==> src/led_link_pkg.sv <==
// constants and types shared by both ends of the edge-count current link
package led_link_pkg;
  localparam int unsigned CLK_HZ = 25_000_000;
  localparam int unsigned CLK_NS = 1_000_000_000 / CLK_HZ;
  localparam int unsigned LEVELS = 16;
  localparam int unsigned CODE_W = 5;
  localparam int unsigned SINKS = 4;
  // device latches well inside the 500 us limit; timeout uses the full figure
  localparam int unsigned LATCH_HOLD_US = 400;
  localparam int unsigned OFF_TIMEOUT_US = 500;
  localparam int unsigned LATCH_HOLD_CYC = LATCH_HOLD_US * 1000 / CLK_NS;
  localparam int unsigned OFF_TIMEOUT_CYC = (OFF_TIMEOUT_US * 1000 + CLK_NS - 1) / CLK_NS;
  // host pulse timing: 1 us high and low, well inside the 75 us window
  localparam int unsigned HOST_PHASE_NS = 1000;
  localparam int unsigned HOST_PHASE_CYC = (HOST_PHASE_NS + CLK_NS - 1) / CLK_NS;
  localparam int unsigned HOST_LATCH_US = 600;
  localparam int unsigned HOST_LATCH_CYC = (HOST_LATCH_US * 1000 + CLK_NS - 1) / CLK_NS;
  localparam int unsigned CNT_W = 16;
  localparam int unsigned FLASH_TIME_CYC = 25_000_000;
  localparam logic [CODE_W-1:0] CODE_OFF = 5'h00;
  localparam logic [CODE_W-1:0] CODE_MAX = 5'h10;
  typedef logic [CODE_W-1:0] code_t;
endpackage : led_link_pkg
==> src/led_link_if.sv <==
// two serial set lines between host and device
`timescale 1ns/1ps
interface led_link_if;
  logic backlight_serial_line;
  logic flash_serial_line;
  modport host (output backlight_serial_line, output flash_serial_line);
  modport device (input backlight_serial_line, input flash_serial_line);
endinterface : led_link_if

==> src/led_link_device.sv <==
// device end: edge counting, latching, flash timer, shutdown and sink control
`timescale 1ns/1ps
module led_link_device #(
  parameter int unsigned LATCH_CYC = led_link_pkg::LATCH_HOLD_CYC,
  parameter int unsigned OFF_CYC = led_link_pkg::OFF_TIMEOUT_CYC,
  parameter int unsigned FLASH_CYC = led_link_pkg::FLASH_TIME_CYC
) (
  input wire logic core_clk,
  input wire logic sys_rst,
  led_link_if.device link,
  input wire logic timer_cap_grounded,
  input wire logic [led_link_pkg::SINKS-1:0] backlight_sink_at_pump,
  input wire logic [led_link_pkg::SINKS-1:0] flash_sink_at_pump,
  output logic [led_link_pkg::CODE_W-1:0] backlight_code,
  output logic [led_link_pkg::CODE_W-1:0] flash_code,
  output logic [led_link_pkg::SINKS-1:0] backlight_sinks,
  output logic [led_link_pkg::SINKS-1:0] flash_sinks,
  output logic flash_timer_run,
  output logic shutdown
);
  import led_link_pkg::*;

  // synchronisers for pins: lines, timing-cap sense, sink sense
  logic [1:0] ln_s1_q, ln_s2_q, ln_s3_q;
  logic cap_s1_q, cap_s2_q;
  logic [2*SINKS-1:0] pump_s1_q, pump_s2_q;
  always_ff @(posedge core_clk or posedge sys_rst) begin
    if (sys_rst) begin
      ln_s1_q <= 2'h0;
      ln_s2_q <= 2'h0;
      ln_s3_q <= 2'h0;
      cap_s1_q <= 1'h0;
      cap_s2_q <= 1'h0;
      pump_s1_q <= '0;
      pump_s2_q <= '0;
    end else begin
      ln_s1_q <= {link.flash_serial_line, link.backlight_serial_line};
      ln_s2_q <= ln_s1_q;
      ln_s3_q <= ln_s2_q; // edge detector reads only stage two onward
      cap_s1_q <= timer_cap_grounded;
      cap_s2_q <= cap_s1_q;
      pump_s1_q <= {flash_sink_at_pump, backlight_sink_at_pump};
      pump_s2_q <= pump_s1_q;
    end
  end

  // one edge counter per section; index 0 backlight, 1 flash
  logic [CODE_W-1:0] cnt_q [2];
  logic [CODE_W-1:0] cnt_d [2];
  logic [CODE_W-1:0] code_q [2];
  logic [CODE_W-1:0] code_d [2];
  logic [CNT_W-1:0] hi_q [2];
  logic [CNT_W-1:0] hi_d [2];
  logic [1:0] latch_now;
  logic [CNT_W-1:0] off_q, off_d;
  logic shut_q, shut_d;

  // shutdown: both lines low past the off timeout
  always_comb begin
    off_d = off_q;
    shut_d = shut_q;
    if (ln_s2_q != 2'h0) begin
      off_d = '0;
      shut_d = 1'b0;
    end else if (off_q >= CNT_W'(OFF_CYC)) begin
      shut_d = 1'b1;
    end else begin
      off_d = off_q + 1'b1;
    end
  end

  genvar g;
  generate
    for (g = 0; g < 2; g++) begin : g_sec
      // count rising edges, latch after a long enough high level
      always_comb begin
        cnt_d[g] = cnt_q[g];
        code_d[g] = code_q[g];
        hi_d[g] = hi_q[g];
        latch_now[g] = 1'b0;
        if (shut_q) begin
          cnt_d[g] = CODE_OFF;
          code_d[g] = CODE_OFF;
          hi_d[g] = '0;
        end else if (ln_s2_q[g] && !ln_s3_q[g]) begin
          // edges are seen at any rate up to half the sampling clock
          if (cnt_q[g] < CODE_MAX) begin
            cnt_d[g] = cnt_q[g] + 1'b1;
          end
          hi_d[g] = '0;
        end else if (ln_s2_q[g]) begin
          if (hi_q[g] == CNT_W'(LATCH_CYC - 1)) begin
            // hold time below 500 us commits the count
            if (cnt_q[g] != CODE_OFF) begin
              code_d[g] = cnt_q[g];
              latch_now[g] = 1'b1;
            end
            cnt_d[g] = CODE_OFF;
            hi_d[g] = hi_q[g] + 1'b1;
          end else if (hi_q[g] < CNT_W'(LATCH_CYC)) begin
            hi_d[g] = hi_q[g] + 1'b1;
          end
        end else begin
          hi_d[g] = '0;
        end
      end

      always_ff @(posedge core_clk or posedge sys_rst) begin
        if (sys_rst) begin
          cnt_q[g] <= CODE_OFF;
          code_q[g] <= CODE_OFF;
          hi_q[g] <= '0;
        end else begin
          cnt_q[g] <= cnt_d[g];
          code_q[g] <= code_d[g];
          hi_q[g] <= hi_d[g];
        end
      end
    end
  endgenerate

  // flash timer: restarted by every new flash level, gated by cap sense
  logic [31:0] ft_q, ft_d;
  logic frun_q, frun_d;
  logic fexp_q, fexp_d;
  always_comb begin
    ft_d = ft_q;
    frun_d = frun_q;
    fexp_d = fexp_q;
    if (shut_q) begin
      ft_d = '0;
      frun_d = 1'b0;
      fexp_d = 1'b0;
    end else if (latch_now[1]) begin
      ft_d = '0;
      frun_d = 1'b1;
      fexp_d = 1'b0; // new level re-arms the sinks
    end else if (frun_q && !cap_s2_q) begin
      if (ft_q >= FLASH_CYC - 1) begin
        frun_d = 1'b0;
        fexp_d = 1'b1;
      end else begin
        ft_d = ft_q + 1'b1;
      end
    end else if (cap_s2_q) begin
      frun_d = 1'b0; // grounded cap never expires
    end
  end

  // outputs registered; code index 1 is full scale, 16 the lowest
  always_ff @(posedge core_clk or posedge sys_rst) begin
    if (sys_rst) begin
      off_q <= '0;
      shut_q <= 1'b0;
      ft_q <= '0;
      frun_q <= 1'b0;
      fexp_q <= 1'b0;
      backlight_code <= CODE_OFF;
      flash_code <= CODE_OFF;
      backlight_sinks <= '0;
      flash_sinks <= '0;
      flash_timer_run <= 1'b0;
      shutdown <= 1'b0;
    end else begin
      off_q <= off_d;
      shut_q <= shut_d;
      ft_q <= ft_d;
      frun_q <= frun_d;
      fexp_q <= fexp_d;
      backlight_code <= code_q[0];
      flash_code <= fexp_q ? CODE_OFF : code_q[1];
      // unused or shorted sinks stay off
      backlight_sinks <= (code_q[0] != CODE_OFF) ? ~pump_s2_q[SINKS-1:0] : '0;
      flash_sinks <= (code_q[1] != CODE_OFF && !fexp_q) ? ~pump_s2_q[2*SINKS-1:SINKS] : '0;
      flash_timer_run <= frun_q;
      shutdown <= shut_q;
    end
  end
endmodule : led_link_device

==> src/flat_wrapper.sv <==
// flat-port wrapper written by rule: the top's interface ports become plain ports
module led_link_device_flat import led_link_pkg::*;
#(
  parameter int unsigned LATCH_CYC = led_link_pkg::LATCH_HOLD_CYC,
  parameter int unsigned OFF_CYC = led_link_pkg::OFF_TIMEOUT_CYC,
  parameter int unsigned FLASH_CYC = led_link_pkg::FLASH_TIME_CYC
)
  (core_clk, sys_rst, timer_cap_grounded, backlight_sink_at_pump, flash_sink_at_pump, backlight_code, flash_code, backlight_sinks, flash_sinks, flash_timer_run, shutdown, link_backlight_serial_line, link_flash_serial_line);
  led_link_if link_i ();
  input wire logic core_clk;
  input wire logic sys_rst;
  input wire logic timer_cap_grounded;
  input wire logic [led_link_pkg::SINKS-1:0] backlight_sink_at_pump;
  input wire logic [led_link_pkg::SINKS-1:0] flash_sink_at_pump;
  output logic [led_link_pkg::CODE_W-1:0] backlight_code;
  output logic [led_link_pkg::CODE_W-1:0] flash_code;
  output logic [led_link_pkg::SINKS-1:0] backlight_sinks;
  output logic [led_link_pkg::SINKS-1:0] flash_sinks;
  output logic flash_timer_run;
  output logic shutdown;
  input wire logic [$bits(link_i.backlight_serial_line)-1:0] link_backlight_serial_line;
  input wire logic [$bits(link_i.flash_serial_line)-1:0] link_flash_serial_line;
  assign link_i.backlight_serial_line = link_backlight_serial_line;
  assign link_i.flash_serial_line = link_flash_serial_line;
  led_link_device #(.LATCH_CYC(LATCH_CYC), .OFF_CYC(OFF_CYC), .FLASH_CYC(FLASH_CYC)) u_core (.core_clk(core_clk), .sys_rst(sys_rst), .link(link_i), .timer_cap_grounded(timer_cap_grounded), .backlight_sink_at_pump(backlight_sink_at_pump), .flash_sink_at_pump(flash_sink_at_pump), .backlight_code(backlight_code), .flash_code(flash_code), .backlight_sinks(backlight_sinks), .flash_sinks(flash_sinks), .flash_timer_run(flash_timer_run), .shutdown(shutdown));
endmodule
==> config.mk <==
export PLATFORM = sky130hd
export DESIGN_NAME = led_link_device_flat
export DESIGN_NICKNAME = d
export VERILOG_FILES = /design/src/led_link_pkg.sv /design/src/led_link_if.sv /design/src/led_link_device.sv /design/src/flat_wrapper.sv
export SDC_FILE = /design/constraint.sdc
export NUM_CORES = 1
export LEC_CHECK = 0
export CAP_MARGIN = 20
export CORE_UTILIZATION = 45
export DETAILED_ROUTE_END_ITERATION = 10
export DONT_BUFFER_PORTS = 1
export SLEW_MARGIN = 0
export SYNTH_ARGS = -nofsm -noshare
export SYNTH_HDL_FRONTEND = slang
export SYNTH_SLANG_ARGS = --single-unit
export TNS_END_PERCENT = 30
==> constraint.sdc <==
create_clock -name core_clk -period 5.5 [get_ports core_clk]
set_input_delay 0.55 -clock core_clk [delete_from_list [all_inputs] [get_ports core_clk]]
set_output_delay 0.55 -clock core_clk [all_outputs]
set_load 0.02 [all_outputs]
---- Yosys cells after proc, flatten, opt, wreduce, memory -nomap -nowiden ----
Cells that the tools add are included.
storage, ports and cells
  register bits ........................... 147
  bits of input ports ..................... 13
  output and inout bits ................... 20
  word-level logic and storage cells ...... 138
operators by class
  add/subtract/negate cells ............... 6
  magnitude comparators ................... 6
  equal/unequal tests ..................... 11
  muxes and demuxes ....................... 55
  bitwise logic cells ..................... 2
  reductions and logical operators ........ 34
operators by type and width
  cell                   count
  $mux 16                12
  $mux 32                4
  $mux 5                 21
  $add 16x1->16 const B  3
  $add 32x1->32 const B  1
  $eq 16x14->1 const B   2
  $ge 32x25->1 const B   1
  $lt 16x14->1 const B   2
  $reduce_bool 5->1      4
  $reduce_bool 3->1      6
  $ge 16x14->1 const B   1
  $mux 1                 16
  $reduce_bool 2->1      8
  $add 5x1->5 const B    2
  $lt 5x5->1 const B     2
  $ne 5x5->1 const B     2
  $mux 4                 2
  $not 4->4              2
  $reduce_and 4->1       2
  $ne 2x1->1 const B     3
  $ne 3x2->1 const B     2
  $reduce_and 2->1       3
  $reduce_and 3->1       2
  $logic_and 1x1->1      4
  4 further kinds        7

---- Logic depth before layout (Yosys ltp) ----
Gate-level depths: netlist of run 1.
  depth after elaboration ................. 8
  depth in mapped cells ................... 10
  depth with buffers taken out ............ 8

---- Worst setup path before layout of run 1 ----
OpenSTA, ideal clock, no wires.
  kind .................................... register to register
  start ................................... register u_core.hi_q[6] (netlist bit)
  end ..................................... register u_core.ft_q[6]
  library setup time ...................... 78 ps
  arrival ................................. 2390 ps
  required time ........................... 5422 ps
  setup slack ............................. 3032 ps
  stages on the path, launching flop included .. 8
  buffers on the path ..................... 1
  period minus slack after synthesis ...... 2468 ps
  cells stage by stage .................... dfrtp_1 -> or4_4 -> or4_4 -> o21ai_2 -> nand3_2 -> buf_6 -> or4_1 -> a21oi_1
between the ends
  word-level cells in the longest chain between the ends .. 7
  elaborated cells on any way between the ends .. 10
  classes of those cells .................. eq/ne (2); mux (6); reduce/logical (2)
RTL lines
  item                                                                 line                    source
  start, declared                                                      led_link_device.sv:52   logic [CNT_W-1:0] hi_q [2];
  start signal, assigned by index                                      led_link_device.sv:116  hi_q[g] <= hi_d[g];
  $eq 16x14->1 *                                                       led_link_device.sv:92   if (hi_q[g] == CNT_W'(LATCH_CYC - 1)) begin
  $mux 1 *                                                             led_link_device.sv:92
  $mux 1 *                                                             led_link_device.sv:91   end else if (ln_s2_q[g]) begin
  $mux 1 *                                                             led_link_device.sv:85   end else if (ln_s2_q[g] && !ln_s3_q[g]) begin
  $mux 1 *                                                             led_link_device.sv:81   if (shut_q) begin
  $ne 3x1->1 (no source line), or another cell as far along            -
  $reduce_and 2->1 (no source line) / $mux 32 (equally long branches)  -
  end signal, assigned                                                 led_link_device.sv:167  ft_q <= ft_d;
  end, declared                                                        led_link_device.sv:123  logic [31:0] ft_q, ft_d;
Every way passes the cells marked *; elsewhere a longest branch is shown, timed or not.
A chain may end at the register's enable or synchronous reset.

---- Worst setup path after layout of run 1 ----
  start ................................... register u_core.cnt_q[0] (netlist bit)
  end ..................................... register u_core.ft_q[8]
between the ends
  word-level cells in the longest chain between the ends .. 8
  elaborated cells on any way between the ends .. 11
  classes of those cells .................. eq/ne (1); mux (7); reduce/logical (3)
RTL lines
  item                                                                 line                    source
  start, declared                                                      led_link_device.sv:48   logic [CODE_W-1:0] cnt_q [2];
  start signal, assigned by index                                      led_link_device.sv:114  cnt_q[g] <= cnt_d[g];
  $reduce_bool 5->1 *                                                  led_link_device.sv:94   if (cnt_q[g] != CODE_OFF) begin
  $mux 1 *                                                             led_link_device.sv:94
  $mux 1 *                                                             led_link_device.sv:92
  $mux 1 *                                                             led_link_device.sv:91
  $mux 1 *                                                             led_link_device.sv:85
  $mux 1 *                                                             led_link_device.sv:81
  $ne 3x1->1 (no source line), or another cell as far along            -
  $reduce_and 2->1 (no source line) / $mux 32 (equally long branches)  -
Marked as above.

==> run_results.csv, run 1 <==
group,metric,value,unit
flow_run,maxCapViolations,0,
pwr,cellLeakagePower,3.158,nW
die,die_h,120.9,um
synthesis,ys_seq_elements,147,
grt,grt_max_degree,106,
detailed_routing,drt_wl_total,11770,um
cts,holdBufCountCts,0,
synthesis,avgSynthCellArea,10.39,um2
die,die_w,120.9,um
die,initial_core_util,45.98,%
grt,gr-total-overflow,0,
synthesis,yosysWarnings,0,
cts,numClockSinks,147,
timing,clock.fmax,301.3,MHz
pwr,ir_drop,0.0002838,V
worst_setup_path,worst-setup-path-type,"flip-flop to flip-flop",
detailed_routing,drcViolationCount,0,
timing,post-route-min-period,3.319,ns
timing,finalHoldViolations,0,
cts,post_cts_buffers,0,
placement,dp_hpwl,7611,um
timing,fin_crit_sh,60.34,%
placement,placed_cells,771,
grt,grt_use_total,17.80,%
cts,clk_pin_slew,0.06,ns
finish,fin_util,51.37,%
worst_setup_path,worstPathArrival,3.69,ns
die,coreArea,13830,um2
cts,numCtsBuffers,17,
synthesis,synth_area_leaders,"dfrtp_1 (58%), nor2_1 (5.4%), xnor2_1 (3.7%)",
finish,final_cells,803,
detailed_routing,first_iter_violations,220,
synthesis,yosys-top-cells-count,"dfrtp_1 (147), nor2_1 (92), nand2_1 (40)",
synthesis,yosysTopAreaCellShare,57.86,%
worst_setup_path,crit_required,5.87,ns
timing,grt_setup_unrepaired,"false",
finish,n_fill_cell,1227,
finish,regArea,3679,um2
synthesis,synth_ff_type,"dfrtp_1",
synthesis,synth_edf_count,0,
placement,io_buffers,0,
die,io_pins,33,
die,rows,43,
cts,cts_max_level,4,
detailed_routing,wire_per_inst,14.66,um
die,die_area,14610,um2
detailed_routing,via_per_inst,5.462,
timing,holdWs,0.1497,ns
synthesis,seq_area_frac_synth,57.86,%
finish,drive_above_1_share,7.223,%
hold_path,hold_path.class,"primary input to flip-flop",
cts,cts_root_buf,"clkbuf_16",
placement,place_congestion,0.8496,
grt,antenna_found_initial,0,
synthesis,synth_top_area_cell,"dfrtp_1",
timing,fin_tns_setup,0,ns
worst_setup_path,worstSetupEndpointType,"flip-flop",
finish,n_antenna_cell,0,
timing,worst_slew_pin_slew,0.9169,ns
synthesis,async_flop_share,100.0,%
finish,nNetsFinal,632,
pwr,powerDensity,339.1,nW/um2
worst_setup_path,path_max_fanout,23,
synthesis,yosysMostFrequentCell,"dfrtp_1",
timing,setup_violations,0,
detailed_routing,dr_total_vias,4386,
detailed_routing,dr.pass1.iters,4,
cts,cts_resized,0,
finish,syn_to_final_growth,11.73,%
cts,cts_tree,"built",
synthesis,ys_types,48,
cts,cts_buffer_depth,2,
timing,slew_viol_final,0,
finish,multi_input_area,2494,um2
detailed_routing,antenna_left,0,
grt,grt_pass1_wl,20210,um
grt,grt_pass1_vias,4303,
synthesis,synth_area,6357,um2
run_status,status,"finished, final reports clean",
timing,skew,0.01071,ns
cts,insertion_delay,0.43,ns
synthesis,synthCells,612,
timing,maxSlewHeadroom,38.87,%
synthesis,synth_fp_nets,634,
worst_setup_path,start_kind,"flip-flop",
[final cells by class]
type	count	area share, %
clock inverters	13	2.202
repair buffers	2	0.2114
well taps	180	3.171
multi-input cells	419	35.11
inverters	23	1.286
clock buffers	19	6.236
flip-flops and latches	147	51.79
[stage by stage]
stage | instance area [um2] | setup slack, ns | power (mW)
global placement | 6504 | 2.286 | 1.259
global route | 7103 | 1.930 | 2.508
detailed placement | 6504 | 2.182 | 1.266
floorplan | 6357 | 0.9987 | 1.236
finish | 7103 | 2.181 | 2.409
CTS | 7103 | 2.148 | 2.445
[power breakdown]
| group | switching, mW | internal [mW] |
|---|---|---|
| logic | 0.0561 | 0.0355 |
| clock network | 0.441 | 0.724 |
| registers | 0.0375 | 1.12 |
[cells by family (layout without fill, tap and decap cells)]
family	count (synthesis)	count (layout)	share of synthesized area (%)
adders and majority gates	9	9	1.771
and+or+nand+nor	283	283	22.77
muxes	13	13	2.067
AOI/OAI and AO/OA	74	74	7.105
xor gates and xnor gates	40	40	5.511
buffers and inverters	46	57	2.913
DFF	147	147	57.86
[registers in the layout, indices dropped and copies added (netlist names), 2 cells and up]
| register | count |
|---|---|
| u_core.ft_q | 32 |
| u_core.hi_q | 32 |
| u_core.off_q | 16 |
| u_core.cnt_q | 10 |
| u_core.code_q | 10 |
| u_core.pump_s1_q | 8 |
| u_core.pump_s2_q | 8 |
| u_core.backlight_code | 5 |
| u_core.flash_code | 5 |
| u_core.backlight_sinks | 4 |
| u_core.flash_sinks | 4 |
| u_core.ln_s1_q | 2 |
| u_core.ln_s2_q | 2 |
| u_core.ln_s3_q | 2 |
[cell usage in the layout (no fill, tap or decap), drive strengths merged, types with 3 or more instances in the layout]
master,synthesis,layout
dfrtp,147,147
nor2,92,92
nand2,40,40
a21oi,31,31
nand3,28,28
xnor2,27,27
inv,23,25
nand4,20,20
and3,19,19
clkbuf,16,19
nor3,17,17
o21ai,16,16
or4,15,15
xor2,13,13
mux2i,12,12
nor4,12,12
or3,10,10
ha,9,9
nor2b,8,8
o31ai,7,7
nor3b,6,6
clkinv,0,6
a211o,4,4
o211ai,3,3
a41oi,3,3
and2,3,3
nand2b,3,3
or2,3,3
bufinv,0,3
[worst paths after layout]
kind | slack [ns] | cells past startpoint | endpoint | from
worst min-delay path | 0.15 | 0 | u_core.pump_s1_q[5] | flash_sink_at_pump[1]
min in group asynchronous | 0.20 | 1 | u_core.shutdown | sys_rst
worst max-delay path | 2.18 | 8 | u_core.ft_q[8] | u_core.cnt_q[0]
max in group asynchronous | 4.24 | 2 | u_core.ft_q[14] | sys_rst
worst min register to register | 0.34 | 0 | u_core.pump_s2_q[7] | u_core.pump_s1_q[7]
worst max register to register | 2.18 | 8 | u_core.ft_q[8] | u_core.cnt_q[0]
[routing by layer]
| metal | GRT usage [%] | routed length [um] | share of wire (%) | vias to the layer above |
|---|---|---|---|---|
| met1 | 22.45 | 5501 | 47 | 2179 |
| met2 | 28.07 | 5568 | 47 | 60 |
| met5 | 0 | 0 | 0 | - |
| met3 | 5.122 | 460 | 3.9 | 20 |
| li1 | - | - | - | 2127 |
| met4 | 8.719 | 238 | 2.0 | 0 |
[critical path, stage by stage, from the launching register on]
cell and delay (ns):
dfrtp_1 0.40, inv_1 0.13, ha_1 0.15, or4b_2 0.59, nand3_1 0.14, or4_1 0.48
nand2_1 0.62, or4_1 0.67, nand2_1 0.07
No activity file was read; power rests on OpenSTA's default activity.
==> run 2, diff against run 1 <==
==> constraint.sdc (replaced) <==
create_clock -name core_clk -period 2.9 [get_ports core_clk]
set_input_delay 0.29 -clock core_clk [delete_from_list [all_inputs] [get_ports core_clk]]
set_output_delay 0.29 -clock core_clk [all_outputs]
set_load 0.02 [all_outputs]
==> run_results.csv, run 2 (synthesized netlist as in run 1, its figures left out) <==
group,metric,value,unit
run_status,status,"finished, final reports clean",
timing,finalHoldViolations,0,
die,initial_core_util,45.98,%
finish,final_common_cell,"dfrtp_1",
timing,fin_tns_setup,0,ns
cts,cts_root_buf,"clkbuf_16",
cts,numClockSinks,147,
grt,gr-total-overflow,0,
pwr,cellLeakagePower,3.269,nW
grt,grt_pass1_wl,21100,um
worst_setup_path,start_kind,"flip-flop",
hold_path,hold_path.class,"flip-flop to flip-flop",
die,rows,43,
pwr,power,4.665,mW
finish,n_antenna_cell,0,
placement,io_buffers,0,
die,io_pins,33,
detailed_routing,drt_wl_total,12130,um
grt,grt_use_met1,24.42,%
grt,grt_max_degree,43,
worst_setup_path,path_max_fanout,19,
timing,maxSlewHeadroom,36.62,%
cts,cts_buffer_depth,2,
timing,clock.fmax,365.0,MHz
worst_setup_path,max_stage_delay,0.55,ns
die,die_area,14610,um2
finish,layout_common_cells,"dfrtp_1 (147), nor2_1 (92), nand2_1 (40)",
grt,grt_pass1_vias,4375,
finish,finalInstanceArea,7366,um2
detailed_routing,via_per_inst,5.444,
worst_setup_path,cpMostUsedCell,"or4_4",
worst_setup_path,worst-setup-path-type,"flip-flop to flip-flop",
pwr,ir_drop,0.0004776,V
detailed_routing,first_iter_violations,245,
detailed_routing,dr.pass1.iters,7,
grt,use_met2,29.18,%
worst_setup_path,crit_required,3.24,ns
cts,cts_max_level,4,
timing,worst_slew_pin_slew,0.9507,ns
timing,skew,0.006922,ns
detailed_routing,antenna_left,0,
finish,syn_to_final_growth,15.86,%
die,die_h,120.9,um
timing,setup_violations,0,
flow_run,maxCapViolations,0,
placement,place_congestion,0.8125,
finish,reg_top3,"u_core.ft_q x32, u_core.hi_q x32, u_core.off_q x16",
grt,antenna_found_initial,0,
die,die_w,120.9,um
detailed_routing,drcViolationCount,0,
worst_setup_path,crit_chain,"or4_4 > or4_4 > o21ai_2 > nand3_4 > buf_4 > or3_1 > a21oi_1",
timing,post-route-min-period,2.740,ns
placement,dp_hpwl,7993,um
cts,clk_pin_slew,0.06,ns
worst_setup_path,worstSetupEndpointType,"flip-flop",
pwr,powerDensity,633.3,nW/um2
worst_setup_path,worstPathArrival,3.08,ns
timing,slew_viol_final,0,
timing,fin_crit_sh,94.47,%
grt,busiest_layer,"met2",
detailed_routing,dr_total_vias,4502,
cts,insertion_delay,0.42,ns
cts,numCtsBuffers,17,
grt,grt_use_total,18.50,%
worst_setup_path,crit_family,"simple AND/OR/NAND/NOR gates",
finish,fin_util,53.27,%
worst_setup_path,cpMaxStageDelayCell,"or4_4",
timing,grt_setup_unrepaired,"false",
grt,grtUsageMet3,4.934,%
placement,postPlaceCellArea,6618,um2
worst_setup_path,crit_buf_inv,1,
finish,nNetsFinal,656,
die,coreArea,13830,um2
finish,drive_above_1_share,8.964,%
cts,cts_tree,"built",
detailed_routing,wire_per_inst,14.66,um
run 2: metrics by stage:
step           worst slack [ns]  cells  hold slack, ns
2_1_floorplan            0.4323    612          0.3214
3_3_place_gp             0.1413    783          0.3215
3_5_place_dp            0.03825    783          0.3215
4_1_cts                 0.04748    827          0.3490
5_1_grt                 0.03613    827          0.3560
6_report                 0.1604    827          0.3472
run 2: area by class of cell:
type                            instances  area [um2]
Fill cell                            1231        6461
Sequential cell                       147        3679
Multi-Input combinational cell        419        2501
Clock buffer                           17       425.4
Timing Repair Buffer                   26       250.2
Tap cell                              180       225.2
Clock inverter                         15       195.2
Inverter                               23       90.09
run 2: worst register-to-register path, stage by stage, from the launching register on:
cell and delay (ns):
dfrtp_1 0.40, or4_4 0.55, or4_4 0.51, o21ai_2 0.24
nand3_4 0.22, buf_4 0.23, or3_1 0.34, a21oi_1 0.17
run 2: final timing paths:
check | from | endpoint | slack (ns) | cells after the start
setup / recovery | u_core.hi_q[6] | u_core.ft_q[3] | 0.16 | 7
min in group asynchronous | sys_rst | u_core.ft_q[7] | 0.50 | 2
hold / removal | u_core.ln_s1_q[0] | u_core.ln_s2_q[0] | 0.35 | 0
setup reg to reg | u_core.hi_q[6] | u_core.ft_q[3] | 0.16 | 7
max in group asynchronous | sys_rst | u_core.off_q[7] | 1.68 | 3
hold reg to reg | u_core.ln_s1_q[0] | u_core.ln_s2_q[0] | 0.35 | 0
run 2: timing repair:
action | in CTS | in global routing
hold buffers | 12 | 0
setup buffers | 0 | 0
endpoints found under the setup margin | 0 | 12
hold endpoints to repair | 43 | 0
gates resized for setup | 0 | 1
run 2: layer usage:
layer / vias up / wire length, um
met1: 2232 / 5733
li1: 2183 / -
met5: - / 0
met3: 12 / 408
met4: 0 / 153
met2: 75 / 5832
run 2: report_power, final:
group / leakage (nW) / internal (mW) / switching, mW
registers: 1.98 / 2.11 / 0.0750
logic: 0.994 / 0.0845 / 0.111
clock network: 0.291 / 1.38 / 0.903
total: 3.27 / 3.58 / 1.09
==> run 3, diff against run 2 <==
--- a/config.mk
+++ b/config.mk
@@ -6,9 +6,12 @@
 export NUM_CORES = 1
 export LEC_CHECK = 0
 export CAP_MARGIN = 20
-export CORE_UTILIZATION = 45
+export CELL_PAD_IN_SITES_DETAIL_PLACEMENT = 0
+export CELL_PAD_IN_SITES_GLOBAL_PLACEMENT = 2
+export CORE_UTILIZATION = 38
 export DETAILED_ROUTE_END_ITERATION = 10
 export DONT_BUFFER_PORTS = 1
+export PLACE_DENSITY_LB_ADDON = 0.1
 export SLEW_MARGIN = 0
 export SYNTH_ARGS = -nofsm -noshare
 export SYNTH_HDL_FRONTEND = slang
==> run_results.csv, run 3 (synthesized netlist as in run 1, its figures left out) <==
group,metric,value,unit
detailed_routing,drt_wl_total,12930,um
die,initial_core_util,39.45,%
grt,grt_pass1_vias,4602,
pwr,p_switching,1.149,mW
timing,setup_violations,0,
finish,drive_above_1_share,10.08,%
pwr,p_int,3.538,mW
finish,fin_util,46.37,%
grt,antenna_found_initial,0,
detailed_routing,wire_per_inst,14.85,um
placement,placed_cells,827,
timing,clock.fmax,365.7,MHz
timing,worst_slew_pin_slew,0.9108,ns
finish,syn_to_final_growth,17.54,%
finish,layout_common_cells,"dfrtp_1 (147), nor2_1 (92), nand2_1 (40)",
detailed_routing,via_per_inst,5.095,
die,coreArea,16120,um2
cts,cts_root_buf,"clkbuf_16",
finish,reg_top3,"u_core.ft_q x32, u_core.hi_q x32, u_core.off_q x16",
pwr,ir_drop,0.0004077,V
timing,maxSlewHeadroom,39.15,%
cts,clk_pin_slew,0.06,ns
run_status,status,"finished, final reports clean",
hold_path,hold_path.class,"flip-flop to flip-flop",
detailed_routing,first_iter_violations,214,
cts,insertion_delay,0.42,ns
timing,skew,0.007991,ns
timing,finalHoldViolations,0,
detailed_routing,drcViolationCount,0,
die,rows,46,
cts,cts_max_level,4,
finish,final_common_cell,"dfrtp_1",
worst_setup_path,worst-setup-path-type,"flip-flop to flip-flop",
placement,place_congestion,0.7914,
finish,final_cells,871,
worst_setup_path,worstSetupEndpointType,"flip-flop",
die,die_w,131.3,um
finish,nNetsFinal,664,
worst_setup_path,crit_required,3.24,ns
worst_setup_path,start_kind,"flip-flop",
cts,cts_tree,"built",
placement,io_buffers,0,
timing,fin_crit_sh,94.30,%
cts,cts_buffer_depth,2,
cts,numClockSinks,147,
cts,numCtsBuffers,17,
pwr,seq_power_share,46.7,%
grt,grt_pass1_wl,22710,um
timing,post-route-min-period,2.735,ns
grt,grt_max_degree,48,
die,die_area,17250,um2
detailed_routing,dr_total_vias,4438,
timing,slew_viol_final,0,
placement,dp_hpwl,8469,um
pwr,cellLeakagePower,3.329,nW
pwr,powerDensity,627.2,nW/um2
pwr,p_sw_share,24.51,%
worst_setup_path,worstPathArrival,3.07,ns
detailed_routing,antenna_left,0,
timing,fin_tns_setup,0,ns
die,io_pins,33,
pwr,clkPwrFrac,49.2,%
flow_run,maxCapViolations,0,
detailed_routing,dr.pass1.iters,4,
timing,grt_setup_unrepaired,"false",
grt,grt_use_total,16.46,%
die,die_h,131.3,um
grt,gr-total-overflow,0,
worst_setup_path,path_max_fanout,15,
pwr,p_comb_share,4.2,%
finish,n_antenna_cell,0,
## run 3: cell count changes in the layout (fill, tap and decap cells not counted)
cell | previous run | this run
clkbuf_8 | 0 | 1
inv_6 | 4 | 2
inv_8 | 2 | 7
buf_4 | 12 | 20
bufinv_16 | 3 | 2
clkinvlp_4 | 5 | 1
clkinv_4 | 2 | 3
## run 3: worst max-delay path: stages, from the launching register on
cell and delay [ns]:
dfrtp_1 0.39, or4_4 0.56, or4_4 0.52, o21ai_2 0.24, nand3_4 0.20, buf_4 0.25
or3_1 0.35, a21oi_1 0.15
## run 3: layer usage
layer | global-route usage, % | vias up | wire length (um)
li1 | - | 2199 | -
met1 | 21.58 | 2189 | 6338
met2 | 26.06 | 43 | 6050
met3 | 5.015 | 7 | 432
met4 | 5.103 | 0 | 113
met5 | 0 | - | 0
## run 3: worst paths after layout
check | start | end | slack [ns] | cells past startpoint
max | u_core.hi_q[6] | u_core.ft_q[15] | 0.17 | 7
min | u_core.pump_s1_q[5] | u_core.pump_s2_q[5] | 0.35 | 0
max reg2reg | u_core.hi_q[6] | u_core.ft_q[15] | 0.17 | 7
min reg2reg | u_core.pump_s1_q[5] | u_core.pump_s2_q[5] | 0.35 | 0
max in group asynchronous | sys_rst | u_core.code_q[6] | 1.55 | 3
min in group asynchronous | sys_rst | u_core.flash_code[0] | 0.55 | 2
## run 3: power by group through the flow
stage               logic [mW]  registers [mW]  clock network (mW)
floorplan                0.143            2.20                   0
global placement         0.185            2.22                   0
detailed placement       0.185            2.23                   0
CTS                      0.202            2.19                2.37
global route             0.228            2.20                2.46
finish                   0.195            2.19                2.30
## run 3: per-stage QoR
stage	setup slack [ns]	power (mW)	hold WS, ns	area [um2]
finish	0.1654	4.687	0.3476	7472
global route	0.02065	4.882	0.3546	7472
detailed placement	0.09409	2.412	0.3215	6723
floorplan	0.4323	2.345	0.3214	6361
global placement	0.1607	2.410	0.3215	6723
CTS	0.05371	4.761	0.3500	7465
## run 3: final cells by class
class	instances	area (um2)
clock inverters	14	182.7
inverters	23	90.09
repair buffers	34	310.3
fillers	1524	8643
flip-flops and latches	147	3679
well taps	216	270.3
clock buffers	18	439.2
multi-input cells	419	2501
## run 3: what timing repair did
action,4_1_cts,5_1_grt
buffers inserted,0,0
gates resized for setup,0,1
hold buffers,12,0
setup endpoints to repair,0,13
hold endpoints to repair,47,0
